**src/hdl/sleep_pkg.sv**
```systemverilog
`default_nettype none
package sleep_pkg;

  // ----------------------------------------
  // Configuration selectors
  // ----------------------------------------
  localparam logic [2:0] SEL_SLEEP_MODE = 3'h0;
  localparam logic [2:0] SEL_WAKE_TIME = 3'h1;
  localparam logic [2:0] SEL_CYCLIC_PERIOD = 3'h2;
  localparam logic [2:0] SEL_UNJOINED_PERIOD = 3'h3;
  localparam logic [2:0] SEL_SLEEP_OPTIONS = 3'h4;
  localparam logic [2:0] SEL_STATUS = 3'h5;

  // ----------------------------------------
  // Sleep mode encodings
  // ----------------------------------------
  localparam logic [7:0] MODE_NO_SLEEP = 8'h00;
  localparam logic [7:0] MODE_PIN_SLEEP = 8'h01;
  localparam logic [7:0] MODE_CYCLIC = 8'h04;
  localparam logic [7:0] MODE_CYCLIC_PIN = 8'h05;

  // ----------------------------------------
  // Reset values and limits
  // ----------------------------------------
  localparam logic [7:0] SLEEP_MODE_RST = 8'h00;
  localparam logic [15:0] WAKE_TIME_RST = 16'h1388;
  localparam logic [15:0] WAKE_TIME_MIN = 16'h0001;
  localparam logic [15:0] CYCLIC_PERIOD_RST = 16'h0000;
  localparam logic [15:0] UNJOINED_PERIOD_RST = 16'h03e8;
  localparam logic [15:0] UNJOINED_PERIOD_MIN = 16'h0001;
  localparam logic [15:0] PERIOD_MAX = 16'h68b0;
  localparam logic [1:0] SLEEP_OPTIONS_RST = 2'h0;
  localparam logic [15:0] SLEEP_OPTIONS_MAX = 16'h0003;

  // ----------------------------------------
  // Field positions
  // ----------------------------------------
  localparam int OPT_NO_WAKE_POLL_BIT = 0;
  localparam int OPT_NO_WAKE_SAMPLE_BIT = 1;
  localparam int STAT_ASLEEP_BIT = 0;
  localparam int STAT_UNJOINED_BIT = 1;
  localparam int STAT_MSG_HELD_BIT = 2;
  localparam int STAT_DIRECT_BIT = 3;

  // ----------------------------------------
  // Timing
  // ----------------------------------------
  localparam int CLK_PERIOD_NS = 40;
  localparam int MS_NS = 1000000;
  localparam int MS_CYCLES = MS_NS / CLK_PERIOD_NS;
  localparam int PERIOD_UNIT_MS = 10;
  // Hold time is 2.5 period units, i.e. 25 ms per unit
  localparam int HOLD_MS_PER_UNIT = (PERIOD_UNIT_MS * 5) / 2;

endpackage
`default_nettype wire

```
**src/hdl/tick_gen.sv**
```systemverilog
`default_nettype none
module tick_gen #(
  parameter int PERIOD = 25000
) (
  // Clock and reset
  input wire logic clk_in,
  input wire logic rst_n_in,
  // Tick
  output logic tick_out
);

  logic [31:0] cnt_q;
  logic [31:0] cnt_d;
  logic wrap;

  assign wrap = (cnt_q == 32'(PERIOD - 1));
  assign cnt_d = wrap ? 32'h0 : cnt_q + 32'h1;

  always_ff @(posedge clk_in or negedge rst_n_in) begin
    if (!rst_n_in) begin
      cnt_q <= 32'h0;
      tick_out <= 1'b0;
    end else begin
      cnt_q <= cnt_d;
      tick_out <= wrap;
    end
  end

endmodule
`default_nettype wire

```
**src/hdl/pin_sync.sv**
```systemverilog
`default_nettype none
module pin_sync (
  // Clock and reset
  input wire logic clk_in,
  input wire logic rst_n_in,
  // Pin and clean level
  input wire logic pin_in,
  output logic level_out
);

  logic s1_q;
  logic s2_q;
  logic s3_q;

  // Level changes only once stages two and three agree
  always_ff @(posedge clk_in or negedge rst_n_in) begin
    if (!rst_n_in) begin
      s1_q <= 1'b0;
      s2_q <= 1'b0;
      s3_q <= 1'b0;
      level_out <= 1'b0;
    end else begin
      s1_q <= pin_in;
      s2_q <= s1_q;
      s3_q <= s2_q;
      if (s2_q == s3_q) begin
        level_out <= s3_q;
      end
    end
  end

endmodule
`default_nettype wire

```
**src/hdl/cyclic_sleep_controller.sv**
```systemverilog
`default_nettype none
module cyclic_sleep_controller
  import sleep_pkg::*;
#(
  parameter int MS_TICK_CYCLES = MS_CYCLES
) (
  // Clock and reset
  input wire logic clk_in,
  input wire logic rst_n_in,
  // Configuration commands
  input wire logic cfg_wr_in,
  input wire logic [2:0] cfg_sel_in,
  input wire logic [15:0] cfg_wdata_in,
  output logic [15:0] cfg_rdata_out,
  output logic cfg_err_out,
  // Role and network state
  input wire logic is_coordinator_in,
  input wire logic associate_en_in,
  input wire logic associated_in,
  input wire logic activity_in,
  // Sleep control pin
  input wire logic sleep_pin_in,
  // Indirect message slot
  input wire logic msg_store_in,
  input wire logic msg_delivered_in,
  output logic msg_held_out,
  output logic msg_discard_out,
  output logic direct_mode_out,
  // Sleep status and wake actions
  output logic asleep_out,
  output logic poll_req_out,
  output logic assoc_retry_out,
  output logic sample_req_out
);

  typedef enum logic {ST_AWAKE, ST_SLEEP} state_e;

  // ----------------------------------------
  // Helpers
  // ----------------------------------------
  function automatic logic in_range(input logic [15:0] v, input logic [15:0] lo, input logic [15:0] hi);
    in_range = (v >= lo) && (v <= hi);
  endfunction

  function automatic logic mode_valid(input logic [15:0] v);
    mode_valid = (v == 16'(MODE_NO_SLEEP)) || (v == 16'(MODE_PIN_SLEEP)) ||
                 (v == 16'(MODE_CYCLIC)) || (v == 16'(MODE_CYCLIC_PIN));
  endfunction

  // ----------------------------------------
  // Tick source and pin
  // ----------------------------------------
  logic ms_tick;
  logic pin_lvl;

  tick_gen #(
    .PERIOD(MS_TICK_CYCLES)
  ) u_ms_tick (
    .clk_in(clk_in),
    .rst_n_in(rst_n_in),
    .tick_out(ms_tick)
  );

  pin_sync u_pin_sync (
    .clk_in(clk_in),
    .rst_n_in(rst_n_in),
    .pin_in(sleep_pin_in),
    .level_out(pin_lvl)
  );

  // ----------------------------------------
  // Configuration registers
  // ----------------------------------------
  logic [7:0] sleep_mode_select_q;
  logic [15:0] wake_time_ms_q;
  logic [15:0] cyclic_sleep_period_q;
  logic [15:0] unjoined_sleep_period_q;
  logic [1:0] sleep_options_q;

  wire wr_mode = cfg_wr_in && (cfg_sel_in == SEL_SLEEP_MODE);
  wire wr_wake = cfg_wr_in && (cfg_sel_in == SEL_WAKE_TIME);
  wire wr_cyc = cfg_wr_in && (cfg_sel_in == SEL_CYCLIC_PERIOD);
  wire wr_unj = cfg_wr_in && (cfg_sel_in == SEL_UNJOINED_PERIOD);
  wire wr_opt = cfg_wr_in && (cfg_sel_in == SEL_SLEEP_OPTIONS);

  wire ok_mode = mode_valid(cfg_wdata_in);
  wire ok_wake = in_range(cfg_wdata_in, WAKE_TIME_MIN, 16'hffff);
  wire ok_cyc = in_range(cfg_wdata_in, 16'h0000, PERIOD_MAX);
  wire ok_unj = in_range(cfg_wdata_in, UNJOINED_PERIOD_MIN, PERIOD_MAX);
  wire ok_opt = in_range(cfg_wdata_in, 16'h0000, SLEEP_OPTIONS_MAX);

  wire wr_err = (wr_mode && !ok_mode) || (wr_wake && !ok_wake) || (wr_cyc && !ok_cyc) ||
                (wr_unj && !ok_unj) || (wr_opt && !ok_opt) ||
                (cfg_wr_in && (cfg_sel_in > SEL_SLEEP_OPTIONS));

  always_ff @(posedge clk_in or negedge rst_n_in) begin
    if (!rst_n_in) begin
      sleep_mode_select_q <= SLEEP_MODE_RST;
      wake_time_ms_q <= WAKE_TIME_RST;
      cyclic_sleep_period_q <= CYCLIC_PERIOD_RST;
      unjoined_sleep_period_q <= UNJOINED_PERIOD_RST;
      sleep_options_q <= SLEEP_OPTIONS_RST;
    end else begin
      if (wr_mode && ok_mode) begin
        sleep_mode_select_q <= cfg_wdata_in[7:0];
      end
      if (wr_wake && ok_wake) begin
        wake_time_ms_q <= cfg_wdata_in;
      end
      if (wr_cyc && ok_cyc) begin
        cyclic_sleep_period_q <= cfg_wdata_in;
      end
      if (wr_unj && ok_unj) begin
        unjoined_sleep_period_q <= cfg_wdata_in;
      end
      if (wr_opt && ok_opt) begin
        sleep_options_q <= cfg_wdata_in[1:0];
      end
    end
  end

  // ----------------------------------------
  // Mode decode
  // ----------------------------------------
  wire cyclic = (sleep_mode_select_q == MODE_CYCLIC) || (sleep_mode_select_q == MODE_CYCLIC_PIN);
  wire pin_wake_mode = (sleep_mode_select_q == MODE_CYCLIC_PIN);
  wire pin_mode = (sleep_mode_select_q == MODE_PIN_SLEEP);
  wire cyc_end_dev = cyclic && !is_coordinator_in;
  wire unjoined = associate_en_in && !associated_in;
  wire direct = (cyclic_sleep_period_q == 16'h0000);

  // ----------------------------------------
  // Sleep state machine
  // ----------------------------------------
  state_e state_q;
  state_e state_d;
  logic [15:0] wake_ms_q;
  logic [15:0] wake_ms_d;
  logic [15:0] sleep_left_q;
  logic [15:0] sleep_left_d;
  logic [3:0] sub_ms_q;
  logic [3:0] sub_ms_d;
  logic slept_unjoined_q;
  logic slept_unjoined_d;
  logic pin_lvl_q;

  wire pin_rise = pin_lvl && !pin_lvl_q;
  wire unit_tick = ms_tick && (sub_ms_q == 4'(PERIOD_UNIT_MS - 1));
  wire wake_done = ms_tick && (wake_ms_q >= wake_time_ms_q - 16'h0001);
  wire early_wake = pin_wake_mode && pin_rise;
  wire period_done = (sleep_left_q == 16'h0000);
  wire wake_event = (state_q == ST_SLEEP) && cyc_end_dev && (early_wake || period_done);
  wire [15:0] period_pick = unjoined ? unjoined_sleep_period_q : cyclic_sleep_period_q;

  always_comb begin
    state_d = state_q;
    wake_ms_d = wake_ms_q;
    sleep_left_d = sleep_left_q;
    sub_ms_d = sub_ms_q;
    slept_unjoined_d = slept_unjoined_q;
    unique case (state_q)
      ST_AWAKE: begin
        if (!cyc_end_dev || activity_in) begin
          wake_ms_d = 16'h0000;
        end else if (wake_done) begin
          state_d = ST_SLEEP;
          sleep_left_d = period_pick;
          sub_ms_d = 4'h0;
          slept_unjoined_d = unjoined;
          wake_ms_d = 16'h0000;
        end else if (ms_tick) begin
          wake_ms_d = wake_ms_q + 16'h0001;
        end
      end
      ST_SLEEP: begin
        if (!cyc_end_dev || wake_event) begin
          state_d = ST_AWAKE;
          wake_ms_d = 16'h0000;
        end else if (ms_tick) begin
          sub_ms_d = unit_tick ? 4'h0 : sub_ms_q + 4'h1;
          if (unit_tick) begin
            sleep_left_d = sleep_left_q - 16'h0001;
          end
        end
      end
    endcase
  end

  always_ff @(posedge clk_in or negedge rst_n_in) begin
    if (!rst_n_in) begin
      state_q <= ST_AWAKE;
      wake_ms_q <= 16'h0000;
      sleep_left_q <= 16'h0000;
      sub_ms_q <= 4'h0;
      slept_unjoined_q <= 1'b0;
      pin_lvl_q <= 1'b0;
    end else begin
      state_q <= state_d;
      wake_ms_q <= wake_ms_d;
      sleep_left_q <= sleep_left_d;
      sub_ms_q <= sub_ms_d;
      slept_unjoined_q <= slept_unjoined_d;
      pin_lvl_q <= pin_lvl;
    end
  end

  // ----------------------------------------
  // Wake actions and sleep status
  // ----------------------------------------
  wire poll_now = wake_event && !slept_unjoined_q && !sleep_options_q[OPT_NO_WAKE_POLL_BIT];
  wire retry_now = wake_event && slept_unjoined_q;
  wire sample_now = wake_event && !sleep_options_q[OPT_NO_WAKE_SAMPLE_BIT];
  wire asleep_d = (state_d == ST_SLEEP) || (pin_mode && !is_coordinator_in && pin_lvl);

  always_ff @(posedge clk_in or negedge rst_n_in) begin
    if (!rst_n_in) begin
      poll_req_out <= 1'b0;
      assoc_retry_out <= 1'b0;
      sample_req_out <= 1'b0;
      asleep_out <= 1'b0;
    end else begin
      poll_req_out <= poll_now;
      assoc_retry_out <= retry_now;
      sample_req_out <= sample_now;
      asleep_out <= asleep_d;
    end
  end

  // ----------------------------------------
  // Indirect message hold on coordinator
  // ----------------------------------------
  logic [19:0] hold_ms_q;
  wire [19:0] hold_limit = 20'(cyclic_sleep_period_q) * 20'(HOLD_MS_PER_UNIT);
  wire hold_active = is_coordinator_in && !direct;
  wire hold_expire = msg_held_out && ms_tick && (hold_ms_q >= hold_limit - 20'h00001);

  always_ff @(posedge clk_in or negedge rst_n_in) begin
    if (!rst_n_in) begin
      msg_held_out <= 1'b0;
      msg_discard_out <= 1'b0;
      hold_ms_q <= 20'h00000;
      direct_mode_out <= 1'b1;
    end else begin
      direct_mode_out <= direct;
      msg_discard_out <= hold_expire || (msg_held_out && !hold_active);
      if (msg_store_in && hold_active) begin
        msg_held_out <= 1'b1;
        hold_ms_q <= 20'h00000;
      end else if (msg_delivered_in || hold_expire || !hold_active) begin
        msg_held_out <= 1'b0;
        hold_ms_q <= 20'h00000;
      end else if (msg_held_out && ms_tick) begin
        hold_ms_q <= hold_ms_q + 20'h00001;
      end
    end
  end

  // ----------------------------------------
  // Readback
  // ----------------------------------------
  logic [15:0] rdata_d;
  logic [15:0] status_word;

  always_comb begin
    status_word = 16'h0000;
    status_word[STAT_ASLEEP_BIT] = asleep_out;
    status_word[STAT_UNJOINED_BIT] = unjoined;
    status_word[STAT_MSG_HELD_BIT] = msg_held_out;
    status_word[STAT_DIRECT_BIT] = direct;
    unique case (cfg_sel_in)
      SEL_SLEEP_MODE: rdata_d = {8'h00, sleep_mode_select_q};
      SEL_WAKE_TIME: rdata_d = wake_time_ms_q;
      SEL_CYCLIC_PERIOD: rdata_d = cyclic_sleep_period_q;
      SEL_UNJOINED_PERIOD: rdata_d = unjoined_sleep_period_q;
      SEL_SLEEP_OPTIONS: rdata_d = {14'h0000, sleep_options_q};
      SEL_STATUS: rdata_d = status_word;
      default: rdata_d = 16'h0000;
    endcase
  end

  always_ff @(posedge clk_in or negedge rst_n_in) begin
    if (!rst_n_in) begin
      cfg_rdata_out <= 16'h0000;
      cfg_err_out <= 1'b0;
    end else begin
      cfg_rdata_out <= rdata_d;
      cfg_err_out <= wr_err;
    end
  end

endmodule
`default_nettype wire

```
**config.mk**
```make
export PLATFORM = sky130hd
export DESIGN_NAME = cyclic_sleep_controller
export DESIGN_NICKNAME = d
export VERILOG_FILES = /design/src/hdl/sleep_pkg.sv /design/src/hdl/tick_gen.sv /design/src/hdl/pin_sync.sv /design/src/hdl/cyclic_sleep_controller.sv
export SDC_FILE = /design/constraint.sdc
export NUM_CORES = 1
export LEC_CHECK = 0
export ABC_AREA = 1
export BUFFER_PORTS_ARGS = -buffer_cell sky130_fd_sc_hd__buf_2
export CAP_MARGIN = 0
export CORE_AREA = 2 2 148 179
export DETAILED_ROUTE_END_ITERATION = 16
export DIE_AREA = 0 0 150 181
export PLACE_DENSITY = 0.63
export RECOVER_POWER = 50
export SYNTH_ARGS = -nofsm -noshare
export SYNTH_HDL_FRONTEND = slang
export SYNTH_HIERARCHICAL = 1
export SYNTH_SLANG_ARGS = --single-unit
```
**constraint.sdc**
```tcl
create_clock -name clk_in -period 6.34 [get_ports clk_in]
set_clock_uncertainty 0.2 [all_clocks]
set_input_delay 1.268 -clock clk_in [delete_from_list [all_inputs] [get_ports clk_in]]
set_output_delay 1.268 -clock clk_in [all_outputs]
set_load 0.03 [all_outputs]
```
## Word-level counts from Yosys, hierarchy flattened

Cells that the tools add are included.

- Input port bits: 29
- Output and inout bits: 24
- Register bits after elaboration: 178
- Logic and storage cells: 174

- $mul: 1
- Order comparisons: 8
- Bitwise gates (word level): 2
- $add $sub $neg: 7
- Mux-type cells: 29
- Equality and inequality tests: 21
- Reductions and logical operators: 79

Operators by type and width:

| cell | number |
|---|---|
| 16-bit 2-to-1 mux | 10 |
| 16-bit one-hot mux with 6 select lines | 1 |
| 16-bit one-hot mux with 2 select lines | 2 |
| 20-bit 2-to-1 mux | 3 |
| 16-bit logical NOT | 3 |
| 1-bit logical AND | 39 |
| 32-bit by 1-bit adder with 32-bit output, second input constant | 1 |
| 16-bit by 3-bit == test with 1-bit output, second input constant | 2 |
| 32-bit by 15-bit == test with 1-bit output, second input constant | 1 |
| 16-bit by 1-bit >= comparator with 1-bit output, second input constant | 2 |
| 32-bit 2-to-1 mux | 1 |
| 16-bit by 1-bit subtractor with 16-bit output, second input constant | 2 |
| 20-bit by 1-bit adder with 20-bit output, second input constant | 1 |
| 20-bit >= comparator | 1 |
| 16-bit by 5-bit multiplier with 20-bit output, second input constant | 1 |
| 4-bit 2-to-1 mux | 5 |
| 20-bit by 1-bit subtractor with 20-bit output, second input constant | 1 |
| 16-bit by 1-bit adder with 16-bit output, second input constant | 1 |
| 16-bit by 1-bit == test with 1-bit output, second input constant | 1 |
| 8-bit by 3-bit == test with 1-bit output, second input constant | 2 |
| 16-bit >= comparator | 1 |
| 16-bit by 15-bit <= comparator with 1-bit output, second input constant | 1 |
| 16-bit <= comparator, second input constant | 1 |
| 16-bit by 2-bit <= comparator with 1-bit output, second input constant | 1 |
| 24 further kinds | 63 |

## Depth between registers and ports, before layout

- Word-level depth: 11
- Depth in mapped cells: 26
- Depth with buffers taken out: 25

## Modules after synthesis

The synthesis kept the hierarchy.

By module, submodules not included:

| module | seq. area each (um^2) | times used | cells each | area each (um^2) |
|---|---|---|---|---|
| cyclic_sleep_controller | 3543.4 | 1 | 1320 | 10314.9 |
| tick_gen | 825.8 | 1 | 293 | 2058.2 |
| pin_sync | 100.1 | 1 | 8 | 116.4 |

## Worst setup path before layout

No wires, ideal clock.

- Path type: flip-flop to flip-flop
- Start point: register cyclic_sleep_period_q[1]
- End point: register hold_ms_q[17]
- Clock period less this slack: 4.421 ns
- Required time: 6.019 ns
- Slack: 1.919 ns
- Setup time: 0.121 ns
- Stages on the path, launching flop included: 27
- Arrival time: 4.099 ns
- Buffers on the path: 1
- Cells stage by stage: dfrtp_1 -> inv_1 -> ha_1 -> fa_1 -> inv_1 -> ha_1 -> ha_1 -> nand3_1 -> nand2_1 -> nand2_1 -> nand2_1 -> nand2_1 -> o21ai_0 -> nand3_1 -> nand2_1 -> xor2_1 -> ha_1 -> nand2_1 -> nor2_1 -> nand2_1 -> nor3b_1 -> nand2_1 -> nand4_1 -> nand2_1 -> nand2_1 -> buf_2 -> nor2_1

- Longest elaborated chain between the ends: 8
- Elaborated cells on any way between the ends: 14
- Those cells by class: 1 x add/sub; 1 x mul; 1 x order compare; 2 x mux; 9 x reduce/logical

Ends and longest elaborated chain:

| element | line | RTL |
|---|---|---|
| start, declared | cyclic_sleep_controller.sv:76 | `logic [15:0] cyclic_sleep_period_q;` |
| start signal, assigned | cyclic_sleep_controller.sv:111 | `cyclic_sleep_period_q <= cfg_wdata_in;` |
| 16-bit by 5-bit multiplier with 20-bit output | cyclic_sleep_controller.sv:233 | `wire [19:0] hold_limit = 20'(cyclic_sleep_period_q) * 20'(HOLD_MS_PER_UNIT);` |
| 20-bit by 1-bit subtractor with 20-bit output | cyclic_sleep_controller.sv:235 | `wire hold_expire = msg_held_out && ms_tick && (hold_ms_q >= hold_limit - 20'h00001);` |
| 20-bit >= comparator | cyclic_sleep_controller.sv:235 |  |
| 1-bit logical AND | cyclic_sleep_controller.sv:235 |  |
| 1-bit logical OR (2 in a row) | cyclic_sleep_controller.sv:249 | `end else if (msg_delivered_in \|\| hold_expire \|\| !hold_active) begin` |
| 20-bit 2-to-1 mux | cyclic_sleep_controller.sv:249 |  |
| 20-bit 2-to-1 mux | cyclic_sleep_controller.sv:246 | `if (msg_store_in && hold_active) begin` |
| end signal, assigned | cyclic_sleep_controller.sv:253 | `hold_ms_q <= hold_ms_q + 20'h00001;` |
| end, declared | cyclic_sleep_controller.sv:232 | `logic [19:0] hold_ms_q;` |

Parallel ways exist; a longest one is shown, timed or not.
A chain may end at the register's enable or synchronous reset.

## Worst setup path in the final report

Same ends and word-level chain as after synthesis.

==> key figures <==
Global route
  – Largest net degree at the start of global routing: 89
  – Vias in the first global route: ~10k
  – Initial antenna violation count: 3
  – Total global-route track usage: 24.6%
  – Global route total overflow: 0
  – Global-route wire length before repair: approximately 53 mm

Layout
  – Final #Nets: roughly 1.8k
  – Finished Cell Area: 13500 sq um
  – Most frequent cells in the layout: nand2_1, inv_1, nor2_1, dfrtp_1, ha_1
  – Ant diodes: 0
  – Layout cells sized above 1: ~8.8%
  – Area grow syn2layout: 8.24%
  – Commonest non-fill, non-tap cell in the layout: nand2_1

Timing
  – Worst slew pin tran: about 4.1 ns
  – Hold Vio Cnt, Final: 0
  – Slew Limit Fails: 89
  – Relative slew slack: -176%
  – Final min period: between 5 and 6 ns
  – Final worst path period share: 83.6%
  – Fmax achieved: ~190 MHz
  – Worst setup margin: 1.04 ns
  – Count of final setup violators: 0
  – Final hold slack: about 0.2 ns
  – RSZ-0062 raised after global routing: no
  – Setup_tns: 0 ns

Synthesis
  – Post-Syn Nets: between 1.5k and 2k
  – Synth area leader: dfrtp_1
  – Synth Flop Type: dfrtp_1
  – Post-synth ARST share: 100%
  – Yosys cell types: slightly below 60
  – Number of enable flip-flop cells after synthesis: 0
  – Post-synthesis sequential area ratio: between 30% and 40%
  – Mapped Area: 12500 sq um
  – Post-Synthesis Cells: 1621
  – Mean area per synthesized cell: between 7 and 8 sq um
  – Ranking of synthesized cells by area: dfrtp_1, nand2_1, ha_1
  – Warnings from Yosys: 6
  – Post-synth top area share: about a third
  – #FFs+latches synth: around 180

Placement
  – GPL Wtd Cong: between 0.9 and 1
  – Placed cell areas: between 10000 and 15000 sq um
  – Post-DP HPWL: ~25 mm
  – Port bufs: between 50 and 60
  – Pre-CTS setup slack: 1.09 ns

Job
  – Max Cap Violations: 1

Clock tree
  – Post-cts resize count: 0
  – Post-cts hold buffer count: 0
  – Clk Latency, worst-skew pair: 0.44 ns
  – Postcts setup bufs: 0
  – CTS Sinks: 178
  – CTS Buf Count: 17
  – Clk root buf: clkbuf_16
  – Max H-tree Level: 4
  – Clk buf depth: 2
  – Reg clk slew, reported paths: 0.07 ns
  – TritonCTS clock tree: done

Setup path
  – CP startpoint kind: flip-flop
  – Arrival @ worst endpoint: about 5.4 ns
  – Critical-path maximum fanout: 20
  – Critical Path RT: roughly 6.4 ns
  – Crit. End Element: flip-flop
  – CP Class: flip-flop to flip-flop

Route
  – WL per Instance: ~16 um
  – Drt first pass iters: 5
  – DRC: 0
  – Vias per std cell: roughly 5.3
  – DRT iter0 DRCs: 780
  – Via count: between 10k and 15k
  – Final wirelength: 32.4 mm
  – Antenna viol nets, final: 0

Die
  – Die X: roughly 150 um
  – # IOs: 53
  – Core Box Area: ~25000 sq um
  – Row cnt: 64
  – Initial core utilization: between 40% and 50%
  – Die Span Y: 181 um
  – Die area: about 27000 sq um

Pwr
  – Max IR drop VDD: 0.197 mV
  – Sw power: between 1.5 and 2 mW
  – Pwr per Cell Area: between 300 and 400 nW/um^2
  – Cell Int Power: ~2.7 mW
  – Sequential Power Share: approximately 28%
  – Switching share of power: 41.5%
  – Clk pwr share: a little under a quarter
  – P_leak: about 6.9 nW
  – Combinational power share: between 40% and 50%

Outcome
  – Status: complete, but fails checks
  – Failing checks: max-capacitance violations, max-slew violations

Min path
  – Worst Hold Class: flip-flop to flip-flop
## worst max-delay path, cell delays in order (launching register included)
cell	delay (ns)
dfrtp_1	0.43
inv_1	0.12
ha_1	0.34
fa_1	0.51
inv_1	0.04
ha_1	0.28
ha_1	0.36
nand3_1	0.09
nand2_1	0.10
nand2_1	0.05
nand2_1	0.05
nand2_1	0.09
o21ai_0	0.45
nand3_1	0.13
nand2_1	0.10
xor2_1	0.06
ha_1	0.27
nand2_1	0.06
nor2_1	0.21
nand2_1	0.10
nor3b_1	0.20
nand2_1	0.07
nand4_1	0.10
nand2_1	0.10
nand2_1	0.53
nor2_1	0.12
## sequential cells by signal, indices dropped and copies added, names as in the netlist, 2 cells and up
name                     cells
unjoined_sleep_period_q     16
hold_ms_q                   20
sub_ms_q                     4
cyclic_sleep_period_q       16
wake_time_ms_q              16
wake_ms_q                   16
u_ms_tick/cnt_q             32
sleep_mode_select_q          8
sleep_options_q              2
cfg_rdata_out               16
sleep_left_q                16
## final timing paths
check	startpoint	to	slack (ns)	cells past startpoint
max	cyclic_sleep_period_q[1]	hold_ms_q[17]	1.04	25
min	u_pin_sync/s1_q	u_pin_sync/s2_q	0.19	0
max reg2reg	cyclic_sleep_period_q[1]	hold_ms_q[17]	1.04	25
min reg2reg	u_pin_sync/s1_q	u_pin_sync/s2_q	0.19	0
max in group asynchronous	rst_n_in	wake_ms_q[4]	1.25	2
min in group asynchronous	rst_n_in	u_ms_tick/cnt_q[8]	2.32	1
## layer usage
| layer | track usage (%) | share of wire (%) | up-vias |
|---|---|---|---|
| met3 | 5.10 | 6.4 | 48 |
| met2 | 39.5 | 47 | 298 |
| met4 | 7.43 | 2.2 | 2 |
| li1 | - | - | 5325 |
| met1 | 33.5 | 45 | 5044 |
| met5 | 0 | 0.040 | - |
## synth_stat cells, types with 5 or more instances
master / number
nand4_1: 59
a221oi_1: 5
buf_4: 6
nand3_1: 71
nand2_4: 7
nor2_2: 16
o21ai_1: 12
nor2_4: 8
nand2_2: 12
nor3_1: 26
nand2_1: 406
ha_1: 102
o21bai_1: 10
buf_2: 9
nand3_2: 6
fa_1: 13
o21ai_0: 78
inv_1: 224
a21oi_1: 45
xnor2_1: 25
dfstp_2: 12
o211ai_1: 8
nor4_1: 7
xor2_1: 48
dfrtp_1: 166
nor2_1: 165
clkbuf_1: 11
or2_2: 6
## kinds of logic after synthesis
logic type	share of synthesized area, %
xor+xnor	5.12
flops	35.8
fa+ha+maj	12.3
buf+inv	8.52
compound gates	8.65
mux	0.160
simple gates	29.5
## power by group through the flow
stage          logic, mW  registers (mW)  clock network (mW)
2_1_floorplan       1.67            1.32                   0
4_1_cts             2.24            1.30                1.14
3_5_place_dp        2.22            1.33                   0
5_1_grt             2.57            1.32                1.19
3_3_place_gp        2.21            1.32                   0
6_report            2.23            1.31                1.12
## through the flow
| stage | instances | utilization, % | power, mW |
|---|---|---|---|
| 6_report | 2009 | 53.4 | 4.65 |
| 5_1_grt | 2009 | 53.4 | 5.08 |
| 4_1_cts | 2009 | 53.9 | 4.69 |
| 3_5_place_dp | 1977 | 51.5 | 3.54 |
| 3_3_place_gp | 1977 | 51.5 | 3.53 |
| 2_1_floorplan | 1621 | - | 2.99 |
## layout make-up
class	count	area, sq um
Timing Repair Buffer	57	285
Fill cell	2476	11800
Sequential cell	178	4470
Clock inverter	8	128
Multi-Input combinational cell	1181	6870
Inverter	231	875
Clock buffer	24	482
Tap cell	330	413
No activity file was read; power rests on OpenSTA's default activity.
